--- config.mk ---
export PLATFORM = sky130hd
export DESIGN_NAME = osc_select_control
export DESIGN_NICKNAME = d
export VERILOG_FILES = /design/src/hw/osc_pkg.sv /design/src/hw/osc_fail_monitor.sv /design/src/hw/osc_select_control.sv
export SDC_FILE = /design/constraint.sdc
export NUM_CORES = 1
export LEC_CHECK = 0
export BUFFER_PORTS_ARGS = -buffer_cell sky130_fd_sc_hd__buf_4
export CORE_MARGIN = 1
export CORE_UTILIZATION = 35
export CTS_CLUSTER_SIZE = 30
export DETAILED_ROUTE_END_ITERATION = 8
export PLACE_DENSITY = 0.54
export SLEW_MARGIN = 30
export SYNTH_ARGS = -nofsm -noshare
export SYNTH_HDL_FRONTEND = slang
export SYNTH_SLANG_ARGS = --single-unit
--- constraint.sdc ---
create_clock -name sys_clk -period 3 [get_ports sys_clk]
set_input_delay 0.3 -clock sys_clk [delete_from_list [all_inputs] [get_ports sys_clk]]
set_output_delay 0.3 -clock sys_clk [all_outputs]
set_load 0.01 [all_outputs]
--- src/hw/osc_pkg.sv ---
// Purpose: shared constants and types of the oscillator select control
// Assumes: 125 MHz sys_clk, AXI4-Lite register access, 32-bit data
// Notes:   offsets are byte addresses of aligned words
package osc_pkg;

  // bus geometry
  localparam int          AXI_ADDR_W      = 8;
  localparam int          AXI_DATA_W      = 32;
  localparam logic [1:0]  RESP_OKAY       = 2'h0;
  localparam logic [1:0]  RESP_SLVERR     = 2'h2;

  // register byte offsets
  localparam logic [7:0]  OFS_CONTROL     = 8'h00;
  localparam logic [7:0]  OFS_UNLOCK      = 8'h04;
  localparam logic [7:0]  OFS_IRQ_STATUS  = 8'h08;
  localparam logic [7:0]  OFS_IRQ_MASK    = 8'h0C;
  localparam logic [7:0]  OFS_ACTIVE      = 8'h10;

  // control field positions
  localparam int          POS_SWITCH_REQ  = 0;
  localparam int          POS_LF_ENABLE   = 1;
  localparam int          POS_CLK_FAIL    = 3;
  localparam int          POS_SLEEP_SEL   = 4;
  localparam int          POS_SEL_LOCK    = 7;
  localparam int          POS_NEW_SRC     = 8;

  // unlock keys, values arbitrary
  localparam logic [31:0] UNLOCK_KEY_A    = 32'h0000C35A;
  localparam logic [31:0] UNLOCK_KEY_B    = 32'h00003CA5;

  // source codes
  localparam logic [2:0]  SRC_FAST_RC     = 3'h0;
  localparam logic [2:0]  SRC_SYSTEM_PLL  = 3'h1;
  localparam logic [2:0]  SRC_PRIMARY     = 3'h2;
  localparam logic [2:0]  SRC_RESERVED    = 3'h3;
  localparam logic [2:0]  SRC_SECONDARY   = 3'h4;
  localparam logic [2:0]  SRC_LOW_POWER   = 3'h5;

  // interrupt event bits
  localparam int          IRQ_W           = 3;
  localparam int          EVT_SWITCH_DONE = 0;
  localparam int          EVT_CLOCK_FAIL  = 1;
  localparam int          EVT_WRITE_REJ   = 2;

  // reset values of software state
  localparam logic [2:0]  RST_IRQ         = 3'h0;
  localparam logic [2:0]  RST_SOURCE      = 3'h0;

  // fail-safe monitor timing
  localparam int          CLK_PERIOD_PS   = 8000;
  localparam int          FAIL_TIME_NS    = 8000;
  localparam int          FAIL_CYCLES     =
    (FAIL_TIME_NS * 1000) / CLK_PERIOD_PS;
  localparam int          FAIL_CNT_W      = 11;

  typedef enum logic [2:0] {
    SW_IDLE = 3'b001,
    SW_REQ  = 3'b010,
    SW_DONE = 3'b100
  } osc_sw_state_t;

  // boot configuration word
  typedef struct packed {
    logic       twoSpeedStartupConfig;
    logic       lowFreqOscEnable;
    logic [2:0] reserved;
    logic [2:0] configSourceSelect;
  } osc_cfg_t;

  // control register view
  typedef struct packed {
    logic [20:0] reservedHigh;
    logic [2:0]  newSourceSelect;
    logic        selectionLock;
    logic [1:0]  reservedA;
    logic        sleepOnWaitSelect;
    logic        clockFailFlag;
    logic        reservedB;
    logic        lowFreqOscEnable;
    logic        switchRequest;
  } osc_ctrl_t;

endpackage

--- src/hw/osc_fail_monitor.sv ---
// Purpose: fail-safe clock monitor, watches heartbeat of active source
// Assumes: heartbeat tick synchronous to sys_clk
// Notes:   one failPulse per silence, rearmed by the next tick
`timescale 1ns/1ps
module osc_fail_monitor #(
  parameter int TIMEOUT = 1000,
  parameter int CNT_W   = 11
) (
  input  wire logic sys_clk,
  input  wire logic reset,
  input  wire logic enable,
  input  wire logic heartbeat,
  output logic      failPulse
);

  logic [CNT_W-1:0] silentCount;
  logic             tripped;

  // silence counter
  always_ff @(posedge sys_clk or posedge reset) begin
    if (reset) begin
      silentCount <= '0;
    end else if (!enable || heartbeat) begin
      silentCount <= '0;
    end else if (!tripped) begin
      silentCount <= silentCount + 1'b1;
    end
  end

  // trip once per silence
  always_ff @(posedge sys_clk or posedge reset) begin
    if (reset) begin
      tripped   <= 1'b0;
      failPulse <= 1'b0;
    end else begin
      failPulse <= 1'b0;
      if (!enable || heartbeat) begin
        tripped <= 1'b0;
      end else if (!tripped &&
                   silentCount == CNT_W'(TIMEOUT - 1)) begin
        tripped   <= 1'b1;
        failPulse <= 1'b1;
      end
    end
  end

endmodule // osc_fail_monitor

--- src/hw/osc_select_control.sv ---
// Purpose: oscillator selection control register and switch sequencing
// Assumes: config word stable at reset release; inputs synchronous
// Notes:   AXI4-Lite slave, one write and one read in flight
//
// What this block does
// - new-source codes pick fast RC, PLL, primary, secondary, low-power RC
// - codes 110 and 111 act as fast RC; code 011 is reserved
// - new-source field loads from config source select after reset
// - selection lock set freezes new-source select and switch request
// - bits 6, 5 and 2 always read zero
// - wait instruction enters Sleep if sleep select set, else Idle
// - clock-fail flag set when fail-safe monitor sees a failure
// - low-frequency enable bit turns the secondary oscillator on or off
// - low-frequency enable resets to its config word bit
// - writing 1 to switch request starts a switch; cleared when done
// - switch request resets to the two-speed start-up config bit
// - control writes accepted only after the unlock sequence
`timescale 1ns/1ps
module osc_select_control (
  input  wire logic                          sys_clk,
  input  wire logic                          reset,
  // axi4-lite slave
  input  wire logic [osc_pkg::AXI_ADDR_W-1:0] s_axi_awaddr,
  input  wire logic                          s_axi_awvalid,
  output logic                               s_axi_awready,
  input  wire logic [osc_pkg::AXI_DATA_W-1:0] s_axi_wdata,
  input  wire logic [3:0]                    s_axi_wstrb,
  input  wire logic                          s_axi_wvalid,
  output logic                               s_axi_wready,
  output logic [1:0]                         s_axi_bresp,
  output logic                               s_axi_bvalid,
  input  wire logic                          s_axi_bready,
  input  wire logic [osc_pkg::AXI_ADDR_W-1:0] s_axi_araddr,
  input  wire logic                          s_axi_arvalid,
  output logic                               s_axi_arready,
  output logic [osc_pkg::AXI_DATA_W-1:0]     s_axi_rdata,
  output logic [1:0]                         s_axi_rresp,
  output logic                               s_axi_rvalid,
  input  wire logic                          s_axi_rready,
  // boot configuration and clock system
  input  wire osc_pkg::osc_cfg_t             oscillatorConfigWord,
  input  wire logic                          activeOscTick,
  input  wire logic                          switchDone,
  input  wire logic                          waitExecuted,
  output logic [2:0]                         activeSource,
  output logic [2:0]                         targetSource,
  output logic                               switchGo,
  output logic                               lowFreqOscEnable,
  output logic                               enterSleep,
  output logic                               enterIdle,
  output logic                               irq
);
  import osc_pkg::*;

  // control state
  logic [2:0]    newSourceSelect;
  logic          selectionLock;
  logic          sleepOnWaitSelect;
  logic          clockFailFlag;
  logic          switchRequest;
  logic          cfgLoaded;
  logic [1:0]    unlockStage;
  logic [2:0]    irqStatus;
  logic [2:0]    irqMask;
  osc_sw_state_t swState;
  osc_sw_state_t next_swState;

  // bus state
  logic [7:0]    awAddrHeld;
  logic          awHeld;
  logic [31:0]   wDataHeld;
  logic [3:0]    wStrbHeld;
  logic          wHeld;

  // decoded strobes
  logic          doWrite;
  logic          ctrlWr;
  logic          unlocked;
  logic          ctrlAccepted;
  logic          wrLane0;
  logic          wrLane1;
  logic          swSetRequest;
  logic          swNewSource;
  logic          hwClearRequest;
  logic          failPulse;
  logic          isReserved;
  logic [2:0]    irqEvents;
  logic [2:0]    irqClear;
  osc_ctrl_t     ctrlView;

  // target decode
  function automatic logic [2:0] decodeSource(input logic [2:0] code);
    case (code)
      SRC_SYSTEM_PLL: decodeSource = SRC_SYSTEM_PLL;
      SRC_PRIMARY:    decodeSource = SRC_PRIMARY;
      SRC_SECONDARY:  decodeSource = SRC_SECONDARY;
      SRC_LOW_POWER:  decodeSource = SRC_LOW_POWER;
      default:        decodeSource = SRC_FAST_RC;
    endcase
  endfunction

  assign targetSource = decodeSource(newSourceSelect);
  assign isReserved   = (newSourceSelect == SRC_RESERVED);

  // ---------------- axi write channel ----------------
  assign s_axi_awready = !awHeld && !s_axi_bvalid;
  assign s_axi_wready  = !wHeld && !s_axi_bvalid;
  assign doWrite       = awHeld && wHeld && !s_axi_bvalid;

  always_ff @(posedge sys_clk or posedge reset) begin
    if (reset) begin
      awHeld     <= 1'b0;
      awAddrHeld <= 8'h00;
    end else if (s_axi_awvalid && s_axi_awready) begin
      awHeld     <= 1'b1;
      awAddrHeld <= s_axi_awaddr;
    end else if (doWrite) begin
      awHeld     <= 1'b0;
    end
  end

  always_ff @(posedge sys_clk or posedge reset) begin
    if (reset) begin
      wHeld     <= 1'b0;
      wDataHeld <= 32'h00000000;
      wStrbHeld <= 4'h0;
    end else if (s_axi_wvalid && s_axi_wready) begin
      wHeld     <= 1'b1;
      wDataHeld <= s_axi_wdata;
      wStrbHeld <= s_axi_wstrb;
    end else if (doWrite) begin
      wHeld     <= 1'b0;
    end
  end

  always_ff @(posedge sys_clk or posedge reset) begin
    if (reset) begin
      s_axi_bvalid <= 1'b0;
      s_axi_bresp  <= RESP_OKAY;
    end else if (doWrite) begin
      s_axi_bvalid <= 1'b1;
      case (awAddrHeld[7:2])
        OFS_CONTROL[7:2], OFS_UNLOCK[7:2], OFS_IRQ_STATUS[7:2],
        OFS_IRQ_MASK[7:2], OFS_ACTIVE[7:2]: s_axi_bresp <= RESP_OKAY;
        default:                             s_axi_bresp <= RESP_SLVERR;
      endcase
    end else if (s_axi_bready) begin
      s_axi_bvalid <= 1'b0;
    end
  end

  // write decode
  assign ctrlWr       = doWrite && (awAddrHeld[7:2] == OFS_CONTROL[7:2]);
  assign unlocked     = (unlockStage == 2'h2);
  assign ctrlAccepted = ctrlWr && unlocked && cfgLoaded;
  assign wrLane0      = ctrlAccepted && wStrbHeld[0];
  assign wrLane1      = ctrlAccepted && wStrbHeld[1];
  assign swSetRequest = wrLane0 && !selectionLock &&
                        wDataHeld[POS_SWITCH_REQ];
  assign swNewSource  = wrLane1 && !selectionLock;

  // unlock sequence, cleared by any control write
  always_ff @(posedge sys_clk or posedge reset) begin
    if (reset) begin
      unlockStage <= 2'h0;
    end else if (ctrlWr) begin
      unlockStage <= 2'h0;
    end else if (doWrite && awAddrHeld[7:2] == OFS_UNLOCK[7:2]) begin
      if (wDataHeld == UNLOCK_KEY_A) begin
        unlockStage <= 2'h1;
      end else if (wDataHeld == UNLOCK_KEY_B && unlockStage == 2'h1) begin
        unlockStage <= 2'h2;
      end else begin
        unlockStage <= 2'h0;
      end
    end
  end

  // config capture once after reset release
  always_ff @(posedge sys_clk or posedge reset) begin
    if (reset) begin
      cfgLoaded <= 1'b0;
    end else begin
      cfgLoaded <= 1'b1;
    end
  end

  // ---------------- control fields ----------------
  always_ff @(posedge sys_clk or posedge reset) begin
    if (reset) begin
      newSourceSelect <= RST_SOURCE;
    end else if (!cfgLoaded) begin
      newSourceSelect <= oscillatorConfigWord.configSourceSelect;
    end else if (swNewSource) begin
      newSourceSelect <= wDataHeld[POS_NEW_SRC +: 3];
    end
  end

  always_ff @(posedge sys_clk or posedge reset) begin
    if (reset) begin
      selectionLock <= 1'b0;
    end else if (wrLane0 && wDataHeld[POS_SEL_LOCK]) begin
      selectionLock <= 1'b1;
    end
  end

  always_ff @(posedge sys_clk or posedge reset) begin
    if (reset) begin
      sleepOnWaitSelect <= 1'b0;
    end else if (wrLane0) begin
      sleepOnWaitSelect <= wDataHeld[POS_SLEEP_SEL];
    end
  end

  always_ff @(posedge sys_clk or posedge reset) begin
    if (reset) begin
      lowFreqOscEnable <= 1'b0;
    end else if (!cfgLoaded) begin
      lowFreqOscEnable <= oscillatorConfigWord.lowFreqOscEnable;
    end else if (wrLane0) begin
      lowFreqOscEnable <= wDataHeld[POS_LF_ENABLE];
    end
  end

  // clock-fail flag, monitor set beats software clear
  always_ff @(posedge sys_clk or posedge reset) begin
    if (reset) begin
      clockFailFlag <= 1'b0;
    end else if (failPulse) begin
      clockFailFlag <= 1'b1;
    end else if (wrLane0 && !wDataHeld[POS_CLK_FAIL]) begin
      clockFailFlag <= 1'b0;
    end
  end

  // switch request, software set beats hardware clear
  always_ff @(posedge sys_clk or posedge reset) begin
    if (reset) begin
      switchRequest <= 1'b0;
    end else if (!cfgLoaded) begin
      switchRequest <= oscillatorConfigWord.twoSpeedStartupConfig;
    end else if (swSetRequest) begin
      switchRequest <= 1'b1;
    end else if (hwClearRequest) begin
      switchRequest <= 1'b0;
    end
  end

  // ---------------- switch sequencer ----------------
  always_comb begin
    next_swState = swState;
    case (swState)
      SW_IDLE: begin
        if (cfgLoaded && switchRequest && !failPulse) begin
          next_swState = isReserved ? SW_DONE : SW_REQ;
        end
      end
      SW_REQ: begin
        if (failPulse) begin
          next_swState = SW_IDLE;
        end else if (switchDone) begin
          next_swState = SW_DONE;
        end
      end
      SW_DONE: next_swState = SW_IDLE;
      default: next_swState = SW_IDLE;
    endcase
  end

  always_ff @(posedge sys_clk or posedge reset) begin
    if (reset) begin
      swState <= SW_IDLE;
    end else begin
      swState <= next_swState;
    end
  end

  assign switchGo       = (swState == SW_REQ);
  assign hwClearRequest = (swState == SW_DONE) ||
                          (swState == SW_REQ && failPulse);

  // active source, fail forces fast RC
  always_ff @(posedge sys_clk or posedge reset) begin
    if (reset) begin
      activeSource <= SRC_FAST_RC;
    end else if (failPulse) begin
      activeSource <= SRC_FAST_RC;
    end else if (swState == SW_DONE && !isReserved) begin
      activeSource <= targetSource;
    end
  end

  osc_fail_monitor #(
    .TIMEOUT (FAIL_CYCLES),
    .CNT_W   (FAIL_CNT_W)
  ) u_fail_monitor (
    .sys_clk   (sys_clk),
    .reset     (reset),
    .enable    (cfgLoaded && swState == SW_IDLE),
    .heartbeat (activeOscTick),
    .failPulse (failPulse)
  );

  // wait instruction power mode
  always_ff @(posedge sys_clk or posedge reset) begin
    if (reset) begin
      enterSleep <= 1'b0;
      enterIdle  <= 1'b0;
    end else begin
      enterSleep <= waitExecuted && sleepOnWaitSelect;
      enterIdle  <= waitExecuted && !sleepOnWaitSelect;
    end
  end

  // ---------------- interrupts ----------------
  assign irqEvents[EVT_SWITCH_DONE] = (swState == SW_DONE);
  assign irqEvents[EVT_CLOCK_FAIL]  = failPulse;
  assign irqEvents[EVT_WRITE_REJ]   = ctrlWr && !unlocked;
  assign irqClear = (doWrite && wStrbHeld[0] &&
                     awAddrHeld[7:2] == OFS_IRQ_STATUS[7:2]) ?
                    wDataHeld[IRQ_W-1:0] : 3'h0;

  always_ff @(posedge sys_clk or posedge reset) begin
    if (reset) begin
      irqStatus <= RST_IRQ;
    end else begin
      irqStatus <= (irqStatus & ~irqClear) | irqEvents;
    end
  end

  always_ff @(posedge sys_clk or posedge reset) begin
    if (reset) begin
      irqMask <= RST_IRQ;
    end else if (doWrite && wStrbHeld[0] &&
                 awAddrHeld[7:2] == OFS_IRQ_MASK[7:2]) begin
      irqMask <= wDataHeld[IRQ_W-1:0];
    end
  end

  assign irq = |(irqStatus & irqMask);

  // ---------------- axi read channel ----------------
  always_comb begin
    ctrlView                   = '0;
    ctrlView.newSourceSelect   = newSourceSelect;
    ctrlView.selectionLock     = selectionLock;
    ctrlView.sleepOnWaitSelect = sleepOnWaitSelect;
    ctrlView.clockFailFlag     = clockFailFlag;
    ctrlView.lowFreqOscEnable  = lowFreqOscEnable;
    ctrlView.switchRequest     = switchRequest;
  end

  assign s_axi_arready = !s_axi_rvalid;

  always_ff @(posedge sys_clk or posedge reset) begin
    if (reset) begin
      s_axi_rvalid <= 1'b0;
      s_axi_rdata  <= 32'h00000000;
      s_axi_rresp  <= RESP_OKAY;
    end else if (s_axi_arvalid && s_axi_arready) begin
      s_axi_rvalid <= 1'b1;
      s_axi_rresp  <= RESP_OKAY;
      case (s_axi_araddr[7:2])
        OFS_CONTROL[7:2]:    s_axi_rdata <= ctrlView;
        OFS_UNLOCK[7:2]:     s_axi_rdata <= {30'h0, unlockStage};
        OFS_IRQ_STATUS[7:2]: s_axi_rdata <= {29'h0, irqStatus};
        OFS_IRQ_MASK[7:2]:   s_axi_rdata <= {29'h0, irqMask};
        OFS_ACTIVE[7:2]:     s_axi_rdata <= {28'h0, switchGo, activeSource};
        default: begin
          s_axi_rdata <= 32'h00000000;
          s_axi_rresp <= RESP_SLVERR;
        end
      endcase
    end else if (s_axi_rready) begin
      s_axi_rvalid <= 1'b0;
    end
  end

endmodule // osc_select_control

# ---- After elaboration in Yosys (flattened, before gate mapping)
# Index checks and enable logic that the tools add are counted.
dict set report totals {
  in_bits 70
  elab_cells 156
  ff_bits 120
  out_inout_bits 52
}
dict set report classes {
  reduce_logical 59
  mux 38
  eq_ne 27
  n_bitwise 4
  addsub 1
}
# cell n
set op_table {}
lappend op_table {{case mux 11 bit (5 select lines)} 1}
lappend op_table {{== test 32 x 14 -> 1 bit, second input constant} 1}
lappend op_table {{== test 32 x 16 -> 1 bit, second input constant} 1}
lappend op_table {{logical AND 1 bit} 31}
lappend op_table {{two-way mux 3 bit} 9}
lappend op_table {{== test 6 x 2 -> 1 bit, second input constant} 4}
lappend op_table {{two-way mux 11 bit} 2}
lappend op_table {{two-way mux 1 bit} 18}
lappend op_table {{nonzero test 2 bit} 8}
lappend op_table {{== test 6 x 1 -> 1 bit, second input constant} 2}
lappend op_table {{== test 6 x 3 -> 1 bit, second input constant} 2}
lappend op_table {{logical NOT 1 bit} 12}
lappend op_table {{logical NOT 6 bit} 2}
lappend op_table {{two-way mux 2 bit} 6}
lappend op_table {{case mux 3 bit (4 select lines)} 1}
lappend op_table {{adder 11 x 1 -> 11 bit, second input constant} 1}
lappend op_table {{== test 11 x 10 -> 1 bit, second input constant} 1}
lappend op_table {{OR reduction 5 bit} 2}
lappend op_table {{== test 3 x 2 -> 1 bit, second input constant} 3}
lappend op_table {{== test 3 bit, second input constant} 3}
lappend op_table {{bitwise AND 3 bit} 2}
lappend op_table {{== test 3 x 1 -> 1 bit, second input constant} 2}
lappend op_table {{case mux 3 bit (2 select lines)} 1}
lappend op_table {{!= test 2 x 1 -> 1 bit, second input constant} 2}
lappend op_table {{other kinds (10)} 12}

# ---- Depth between registers and ports, before layout
# Gate-level depths: netlist (run 1).
dict set report logic_depth {
  word_depth 10
  ltp_mapped 6
  depth_no_buf 5
}

# ---- Hierarchy
# Synthesis (run 1) repeated with hierarchy kept, for this count alone.
dict set report hier_totals {
  hier_cells 385
  area_unflattened_um2 4309.1
}
# mod area_per_inst_um2 cells_per_inst seq_area_each_um2 instances
set modules_own_cells {}
lappend modules_own_cells {osc_select_control 3652.3 320 2003.2 1}
lappend modules_own_cells {osc_fail_monitor 656.9 65 325.3 1}

# ---- Least setup slack after synthesis (run 1)
# Ideal clock, no wire load.
dict set report synth_path {
  path_type {flip-flop to flip-flop}
  startpoint {reg s_axi_bvalid}
  endpoint {reg irqStatus[0]}
  n_path_buf 1
  path_stages_with_launch 6
  arrival_time_ps 1447
  setup_slack_ps 1423
  required_time_ps 2870
  synth_period_minus_slack_ps 1577
  setup_time_ps 130
  path_cell_list {dfrtp_1 nand3b_1 or3_1 buf_2 nor3_2 a31oi_1}
}
dict set report synth_via {
  elab_chain_len 8
}
# element line
set synth_rtl {}
lappend synth_rtl {{from (decl)} osc_select_control.sv:31} ;# output logic s_axi_bvalid,
lappend synth_rtl {{from (signal assigned)} osc_select_control.sv:138} ;# s_axi_bvalid <= 1'b0;
lappend synth_rtl {{from (signal assigned)} osc_select_control.sv:141} ;# s_axi_bvalid <= 1'b1;
lappend synth_rtl {{from (signal assigned)} osc_select_control.sv:148} ;# s_axi_bvalid <= 1'b0;
lappend synth_rtl {{logical NOT 1 bit} osc_select_control.sv:108} ;# assign doWrite = awHeld && wHeld && !s_axi_bvalid;
lappend synth_rtl {{logical AND 1 bit} osc_select_control.sv:108}
lappend synth_rtl {{logical AND 1 bit (2 in series)} osc_select_control.sv:319} ;# assign irqClear = (doWrite && wStrbHeld[0] &&
lappend synth_rtl {{two-way mux 3 bit} osc_select_control.sv:320} ;# awAddrHeld[7:2] == OFS_IRQ_STATUS[7:2]) ?
lappend synth_rtl {{inverter 3 bit} osc_select_control.sv:327} ;# irqStatus <= (irqStatus & ~irqClear) | irqEvents;
lappend synth_rtl {{bitwise AND 3 bit} osc_select_control.sv:327}
lappend synth_rtl {{bitwise OR 3 bit} osc_select_control.sv:327}
lappend synth_rtl {{to (signal assigned)} osc_select_control.sv:327}
lappend synth_rtl {{to (decl)} osc_select_control.sv:63} ;# logic [2:0] irqStatus;
# Every way passes these cells.
# A chain may end at the register's enable or synchronous reset.

# ---- Final worst setup path (run 1)
dict set report layout_path {
  startpoint {reg swState[2]}
  endpoint {out switchGo}
}
dict set report layout_via {
  elab_chain_len 1
}
# element line
set layout_rtl {}
lappend layout_rtl {{from (decl)} osc_select_control.sv:65} ;# osc_sw_state_t swState;
lappend layout_rtl {{from (signal assigned)} osc_select_control.sv:274} ;# swState <= next_swState;
lappend layout_rtl {{== test 3 x 2 -> 1 bit} osc_select_control.sv:278} ;# assign switchGo = (swState == SW_REQ);
lappend layout_rtl {{to (decl)} osc_select_control.sv:47} ;# output logic switchGo,
# Every way passes these cells.

==> results of run 1 <==
cells by family after synthesis:
| family | after synthesis | synth area share [%] |
|---|---|---|
| buf+inv | 48 | 6.62 |
| compound gates | 52 | 7.77 |
| flops | 93 | 53.8 |
| fa+ha+maj | 1 | 0.289 |
| other cells | 2 | 0.173 |
| xor+xnor | 8 | 1.62 |
| simple gates | 136 | 17.3 |
| mux | 48 | 12.5 |
power groups by stage:
stage                     combinational (µW)  clock (µW)  sequential, µW
after floorplan                          756           0            1870
after global placement                   954           0            1990
after detailed placement                 983           0            2000
after CTS                                986        1330            1980
after global routing                    1080        1370            2040
final                                    971        1280            1970
placed cells by master, fill, tap and decap left out, types with 8 or more instances in the layout:
cell type                    n
sky130_fd_sc_hd__dfrtp_1    92
sky130_fd_sc_hd__buf_4      91
sky130_fd_sc_hd__mux2_2     47
sky130_fd_sc_hd__nor2_1     31
sky130_fd_sc_hd__nand2_1    29
sky130_fd_sc_hd__conb_1     26
sky130_fd_sc_hd__o21ai_0    17
sky130_fd_sc_hd__nor2b_1    11
sky130_fd_sc_hd__nand4_1    11
sky130_fd_sc_hd__clkbuf_16   9
sky130_fd_sc_hd__a31oi_1     8
stage by stage:
step	cell area (µm²)	total power (µW)	setup WS, ps	utilization [%]	std cells
floorplan	4420	2630	281	-	412
global placement	5050	2940	1270	42.1	611
detailed placement	5050	2990	1240	42.1	611
CTS	5400	4290	1120	44.9	627
global route	5400	4480	1050	44.9	627
finish	5400	4220	1120	44.9	627
metal layers:
metal | wire (µm) | part of all wire, %
met4 | 112 | 1.2
met5 | 0 | 0
met2 | 4270 | 46
met3 | 584 | 6.3
met1 | 4330 | 47
worst min-delay path by stage:
stage	start	end	slack [ps]
after global routing	reset	u_fail_monitor.silentCount[9]	100
after CTS	reset	u_fail_monitor.silentCount[8]	70
final	reset	u_fail_monitor.tripped	50
after global placement	reset	u_fail_monitor.silentCount[8]	440
after detailed placement	reset	u_fail_monitor.silentCount[8]	440
after floorplan	s_axi_bready	s_axi_bvalid	400
sequential cells by signal, summed over array words and instances, names as in the netlist, 2 cells and up:
name and flops:
activeSource 3, swState 3, u_fail_monitor.silentCount 11, s_axi_rdata 9, awAddrHeld 6, unlockStage 2
newSourceSelect 3, wDataHeld 32, wStrbHeld 2, irqStatus 3, irqMask 3
critical path, cell delays in order, from the launching register on:
cell                      delay, ps
sky130_fd_sc_hd__dfrtp_1        440
sky130_fd_sc_hd__nor3b_1        570
sky130_fd_sc_hd__buf_4          230
layout make-up:
| type | instances | area (µm²) |
|---|---|---|
| clock buffers | 13 | 280 |
| clock inverters | 3 | 65.1 |
| fillers | 1137 | 6610 |
| inverters | 8 | 31.3 |
| multi-input cells | 271 | 1810 |
| flip-flops and latches | 93 | 2330 |
| well taps | 147 | 184 |
| repair buffers | 92 | 703 |
==> summary.txt, run 1 <==
Synth
  • Fraction of synthesized cell area taken by the top area cell type: a little over half
  • Commonest cells in the synthesized netlist: sky130_fd_sc_hd__dfrtp_1 (92), sky130_fd_sc_hd__mux2_2 (47), sky130_fd_sc_hd__nor2_1 (31), sky130_fd_sc_hd__nand2_1 (29), sky130_fd_sc_hd__buf_4 (26)
  • Number of cells produced by synthesis: slightly below 400
  • Number of enable flip-flop cells after synthesis: 0
  • Synthesis-stage register bit count: 93
  • Prevailing post-synth register cell: sky130_fd_sc_hd__dfrtp_1
  • Number of distinct standard cells referenced by the synthesized netlist: 51
  • Top-count cell post-synth: sky130_fd_sc_hd__dfrtp_1
  • Main area contributors after synthesis: sky130_fd_sc_hd__dfrtp_1 (53%), sky130_fd_sc_hd__mux2_2 (12%), sky130_fd_sc_hd__buf_4 (4.5%)
  • Yosys warns: 0
  • Part of the Yosys area used for sequential elements: between 50% and 60%
  • Leading area contributor after synthesis: sky130_fd_sc_hd__dfrtp_1
  • Post-synth design cell area: between 4000 and 5000 µm²
  • Avg Cell Area, Syn: ~11 µm²
  • Proportion of register bits with asynchronous set or reset after synthesis: 100%

Clocking
  • Maximum number of buffers from clock root to sink: 2
  • Depth of the CTS H-tree: 3
  • Total number of clock tree sinks: 93
  • Hold bufs inserted after CTS: 0
  • Clk Latency, worst-skew pair: 340 ps
  • TritonCTS clock tree: yes
  • Reg clk slew, reported paths: roughly 60 ps
  • Number of instances resized during post-cts repair: 0
  • # Post-CTS Setup Buffers: 0
  • Num CTS Buffers: 9
  • Master cell of the clock root buffer: sky130_fd_sc_hd__clkbuf_16

Timing
  • Rel. slew slack: 52.1%
  • Count of endpoints failing setup in the final report: 0
  • Final clock skew: 6.47 ps
  • Period minus WS final: about 1900 ps
  • Ratio of final minimum period to clock period: a little over three fifths
  • Count of pins over their slew limit: 0
  • Final-report hold violation count: 0
  • Worst-Margin Slew: 718 ps
  • Setup repair after global routing missed its margin: no
  • Highest clock rate: roughly 0.53 GHz
  • WHS: roughly 53 ps
  • TNS Setup: 0 ps

Worst setup path
  • Reg-to-reg slack, setup: between 1000 and 1500 ps
  • Critical R2R Launch: s_axi_bvalid
  • WP data required: around 2700 ps
  • Critical path launch point: swState[2]
  • Crit start category: register
  • Endpoint type of the worst setup path: primary output
  • Reg2Reg Depth: 5
  • Critical Path Sink: switchGo
  • Critical path start-end classification: reg -> out
  • Worst flop-to-flop path endpoint: irqMask[0]
  • Max Fanout on Critical Path: 7
  • Data arrival at the endpoint of the critical path: approximately 1600 ps

Detailed routing
  • Routed len/inst: about 15 µm
  • DR iter-0 viols: approximately 150
  • Total wire length: 9.30 mm
  • Via count of the routed design: roughly 3100
  • Average vias per placed instance: approximately 5
  • DRC violations left: 0
  • Initial DRT Pass Iterations: 4
  • Routed Antenna Nets: 0

Global routing
  • First-pass GRT wire length: about 16 mm
  • Maximum number of pins on one net before global-route repair: 55
  • Highest-utilization routing layer at the global route stage: met2
  • Overall track demand over capacity in global routing: between 15 and 20%
  • Met1 routing resource usage after global routing: around a fifth
  • Vias in the first global route: a little over 3000
  • Initial antenna violation count: 0
  • Overflow after GRT: 0
  • Met2 routing resource usage after global routing: between 20% and 30%
  • Met3 Usage GRT: between 5 and 6%

Pwr
  • Power share of the clock group: just over 30%
  • Leakage: around 0.0024 µW
  • Relative contribution of combinational cells to total power: a little under a quarter
  • Share of total power consumed by net switching: between 20% and 30%
  • Internal power of the cells: about 3000 µW
  • Share of power burned in registers: a little under half
  • Worst ir drop on vdd: roughly 0.00036 V
  • Switching power: 1200 µW
  • Power per unit of standard cell area: 781 nW/µm²

Die
  • Chip Width: 113 µm
  • Die ar.: 12800 µm²
  • Initial Utilization: 36.0%
  • Number of cell rows: 40
  • I/O pin count: approximately 120
  • Die Span Y: 113 µm
  • Core outline area: about 12000 µm²

Place
  • Weighted congestion at the end of routability-driven global placement: ~0.7
  • Number of buffers added on ports: a little under 90
  • Post-detailed-placement half-perimeter wirelength: 6.72 mm

Flow run
  • Maximum capacitance violations: 0

Cells and area
  • Layout Area Growth over Synthesis: 24.7%
  • Number of antenna repair diodes: 0
  • Fraction of final layout cells with drive strength greater than 1: 34.4%
  • Final layout net count: about 550

Run status
  • Result of the run: completed

Min path
  • Classification of the worst-slack hold path: in -> async
Note: power is estimated with default switching activity, not from simulation.
==> run 2, diff against run 1 <==
--- a/config.mk
+++ b/config.mk
@@ -10,7 +10,7 @@
 export CORE_UTILIZATION = 35
 export CTS_CLUSTER_SIZE = 30
 export DETAILED_ROUTE_END_ITERATION = 8
-export PLACE_DENSITY = 0.54
+export PLACE_DENSITY = 0.57
 export SLEW_MARGIN = 30
 export SYNTH_ARGS = -nofsm -noshare
 export SYNTH_HDL_FRONTEND = slang
==> constraint.sdc (replaced) <==
create_clock -name sys_clk -period 1.65 [get_ports sys_clk]
set_input_delay 0.165 -clock sys_clk [delete_from_list [all_inputs] [get_ports sys_clk]]
set_output_delay 0.165 -clock sys_clk [all_outputs]
set_load 0.01 [all_outputs]
==> run 2 against run 1 <==
  * Cell area grew 3.0%
  * Sequential power rose by 79%
  * Core utilization is 1.3 points higher
  * Combinational power is 110% higher
  * Die area did not move
  * Critical path type is now reg -> reg
==> summary.txt, run 2 (synthesis results as in run 1) <==
Place
  • Worst slack at placement: -19.0 ps (-1260 ps)
  • Post-detailed-placement half-perimeter wirelength: 6.89 mm (+2.5%)
  • Number of buffers added on ports: 87 (unchanged)
  • Weighted congestion at the end of routability-driven global placement: 0.771 (+9.9%)

Timing
  • Highest clock rate: 0.624 GHz
  • Period minus WS final: about 1600 ps
  • Final-report hold violation count: 0 (unchanged)
  • Setup slack of the critical path after layout: 47.8 ps (-1080 ps)
  • Count of endpoints failing setup in the final report: 0 (unchanged)
  • Setup repair after global routing missed its margin: yes
  • Ratio of final minimum period to clock period: a little over nine tenths
  • Count of pins over their slew limit: 0 (unchanged)
  • Final clock skew: 9.11 ps (+2.64 ps)
  • TNS Setup: 0 ps (unchanged)

Die
  • I/O pin count: 122 (unchanged)
  • Core outline area: 12000 µm² (unchanged)
  • Chip Width: 113 µm (unchanged)
  • Initial Utilization: 36.0% (unchanged)
  • Number of cell rows: 40 (unchanged)
  • Die Span Y: 113 µm (unchanged)
  • Die ar.: 12800 µm² (unchanged)

Pwr
  • Final total power: 7700 µW (+82%)
  • Share of total power consumed by net switching: 29.1% (+0.79 points)
  • Leakage: 0.00253 µW (+3.5%)
  • Switching power: 2240 µW (+88%)
  • Worst ir drop on vdd: 0.000877 V (+140%)
  • Share of power burned in registers: 45.9% (-0.8 points)
  • Relative contribution of combinational cells to total power: 26.0% (+3.0 points)
  • Power share of the clock group: 28.1% (-2.2 points)
  • Power per unit of standard cell area: 1380 nW/µm² (+77%)
  • Internal power of the cells: 5450 µW (+80%)

Cells and area
  • Number of antenna repair diodes: 0 (unchanged)
  • Fraction of final layout cells with drive strength greater than 1: 36.8% (+2.4 points)
  • Registers with the most flip-flops: wDataHeld x32, u_fail_monitor.silentCount x11, s_axi_rdata x9
  • Commonest non-fill, non-tap cells in the layout: sky130_fd_sc_hd__buf_4 (106), sky130_fd_sc_hd__dfrtp_1 (92), sky130_fd_sc_hd__mux2_2 (47)
  • Most flop-heavy register: wDataHeld
  • Flip-flop count of the largest register, all copies and words added: 32 (unchanged)
  • Leading cell type in the layout, fill and taps excluded: sky130_fd_sc_hd__buf_4
  • Layout Area Growth over Synthesis: 28.4%
  • Final layout net count: 564 (+3.3%)
  • Share of the core filled with cells: 46.3% (+1.3 points)

Worst setup path
  • Stage delay of the slowest cell on the critical path: 380 ps (-190 ps)
  • Cell at the slowest stage of the critical path: sky130_fd_sc_hd__dfrtp_1
  • Data arrival at the endpoint of the critical path: 1820 ps (+240 ps)
  • Crit-path cells: buf_4, nor2b_1, nor2b_2, buf_12, mux2_2
  • Largest delay contributor family on the critical path: flip-flops
  • Crit start category: register
  • Critical path start-end classification: reg -> reg
  • Endpoint type of the worst setup path: register
  • WP data required: 1870 ps (-830 ps)
  • Crit path buffers/inverters: 2 (+1)
  • Max Fanout on Critical Path: 34 (+27)

Detailed routing
  • Average vias per placed instance: 4.96 (-0.23%)
  • DRC violations left: 0 (unchanged)
  • DR iter-0 viols: 125 (-14%)
  • Routed len/inst: 14.5 µm (-2.0%)
  • Total wire length: 9.36 mm (+0.68%)
  • Initial DRT Pass Iterations: 6 (+2)
  • Routed Antenna Nets: 0 (unchanged)
  • Via count of the routed design: 3192 (+2.5%)

Global routing
  • Vias in the first global route: 3184 (+3.6%)
  • First-pass GRT wire length: 15.5 mm (-0.53%)
  • Overall track demand over capacity in global routing: 15.5% (-0.36 points)
  • Maximum number of pins on one net before global-route repair: 94 (+71%)
  • Overflow after GRT: 0 (unchanged)
  • Initial antenna violation count: 0 (unchanged)

Clocking
  • Depth of the CTS H-tree: 3 (unchanged)
  • Reg clk slew, reported paths: 60 ps (about the same)
  • Num CTS Buffers: 9 (unchanged)
  • Total number of clock tree sinks: 93 (unchanged)
  • Master cell of the clock root buffer: sky130_fd_sc_hd__clkbuf_16
  • Maximum number of buffers from clock root to sink: 2 (unchanged)
  • Clk Latency, worst-skew pair: 340 ps (about the same)
  • TritonCTS clock tree: yes

Min path
  • Classification of the worst-slack hold path: in -> reg

Flow run
  • Maximum capacitance violations: 0 (unchanged)

Run status
  • Result of the run: completed
run 2: changes by cell type in the layout (fill, tap and decap cells not counted), moves of 4 or more:
cell,change
sky130_fd_sc_hd__o21ai_1,+4
sky130_fd_sc_hd__clkbuf_8,-4
sky130_fd_sc_hd__buf_4,+15
sky130_fd_sc_hd__o21ai_0,-4
run 2: cell type report:
| type | instances | area (µm²) |
|---|---|---|
| clock inverters | 6 | 87.6 |
| repair buffers | 110 | 856 |
| clock buffers | 9 | 225 |
| flip-flops and latches | 93 | 2330 |
| fillers | 1131 | 6450 |
| inverters | 8 | 33.8 |
| multi-input cells | 271 | 1840 |
| well taps | 147 | 184 |
run 2: final timing paths:
kind | start | endpoint | slack (ps) | depth (start not counted)
min | s_axi_bready | s_axi_bvalid | 30 | 2
min reg2reg | s_axi_rdata[10] | s_axi_rdata[10] | 470 | 2
max | s_axi_bvalid | wDataHeld[14] | 50 | 5
max reg2reg | s_axi_bvalid | wDataHeld[14] | 50 | 5
max in group asynchronous | reset | selectionLock | 740 | 4
min in group asynchronous | reset | u_fail_monitor.silentCount[2] | 520 | 4
run 2: power groups by stage:
| stage | Combinational (µW) | Sequential (µW) | Clock, µW |
|---|---|---|---|
| after floorplan | 1380 | 3400 | 0 |
| after CTS | 2010 | 3530 | 2230 |
| after detailed placement | 1990 | 3560 | 0 |
| final | 2000 | 3530 | 2160 |
| after global placement | 1940 | 3540 | 0 |
| after global routing | 2200 | 3640 | 2350 |
run 2: per-layer routing:
metal / wire, µm / vias to the layer above / track usage, %
li1: - / 1540 / -
met1: 4330 / 1551 / 20.7
met2: 4430 / 94 / 24.9
met3: 521 / 7 / 4.18
met4: 74 / 0 / 3.95
met5: 0 / - / 0
run 2: repair_timing:
item	in CTS	in global routing
endpoints found under the setup margin	9	11
buffers inserted	0	0
gates resized for setup	2	8
pin swaps	0	4
endpoints found under the hold margin	35	0
cloned	0	0
hold buffers	2	0
run 2: worst register-to-register path: stages (launching register included):
cell	delay [ps]
sky130_fd_sc_hd__dfrtp_1	380
sky130_fd_sc_hd__buf_4	150
sky130_fd_sc_hd__nor2b_1	150
sky130_fd_sc_hd__nor2b_2	210
sky130_fd_sc_hd__buf_12	220
sky130_fd_sc_hd__mux2_2	380
run 2: stage by stage:
stage          hold WS [ps]  cells  area, µm²
2_1_floorplan           261    412       4420
3_3_place_gp            346    627       5190
3_5_place_dp            353    627       5190
4_1_cts                19.3    644       5530
5_1_grt                16.6    644       5560
6_report               25.3    644       5560
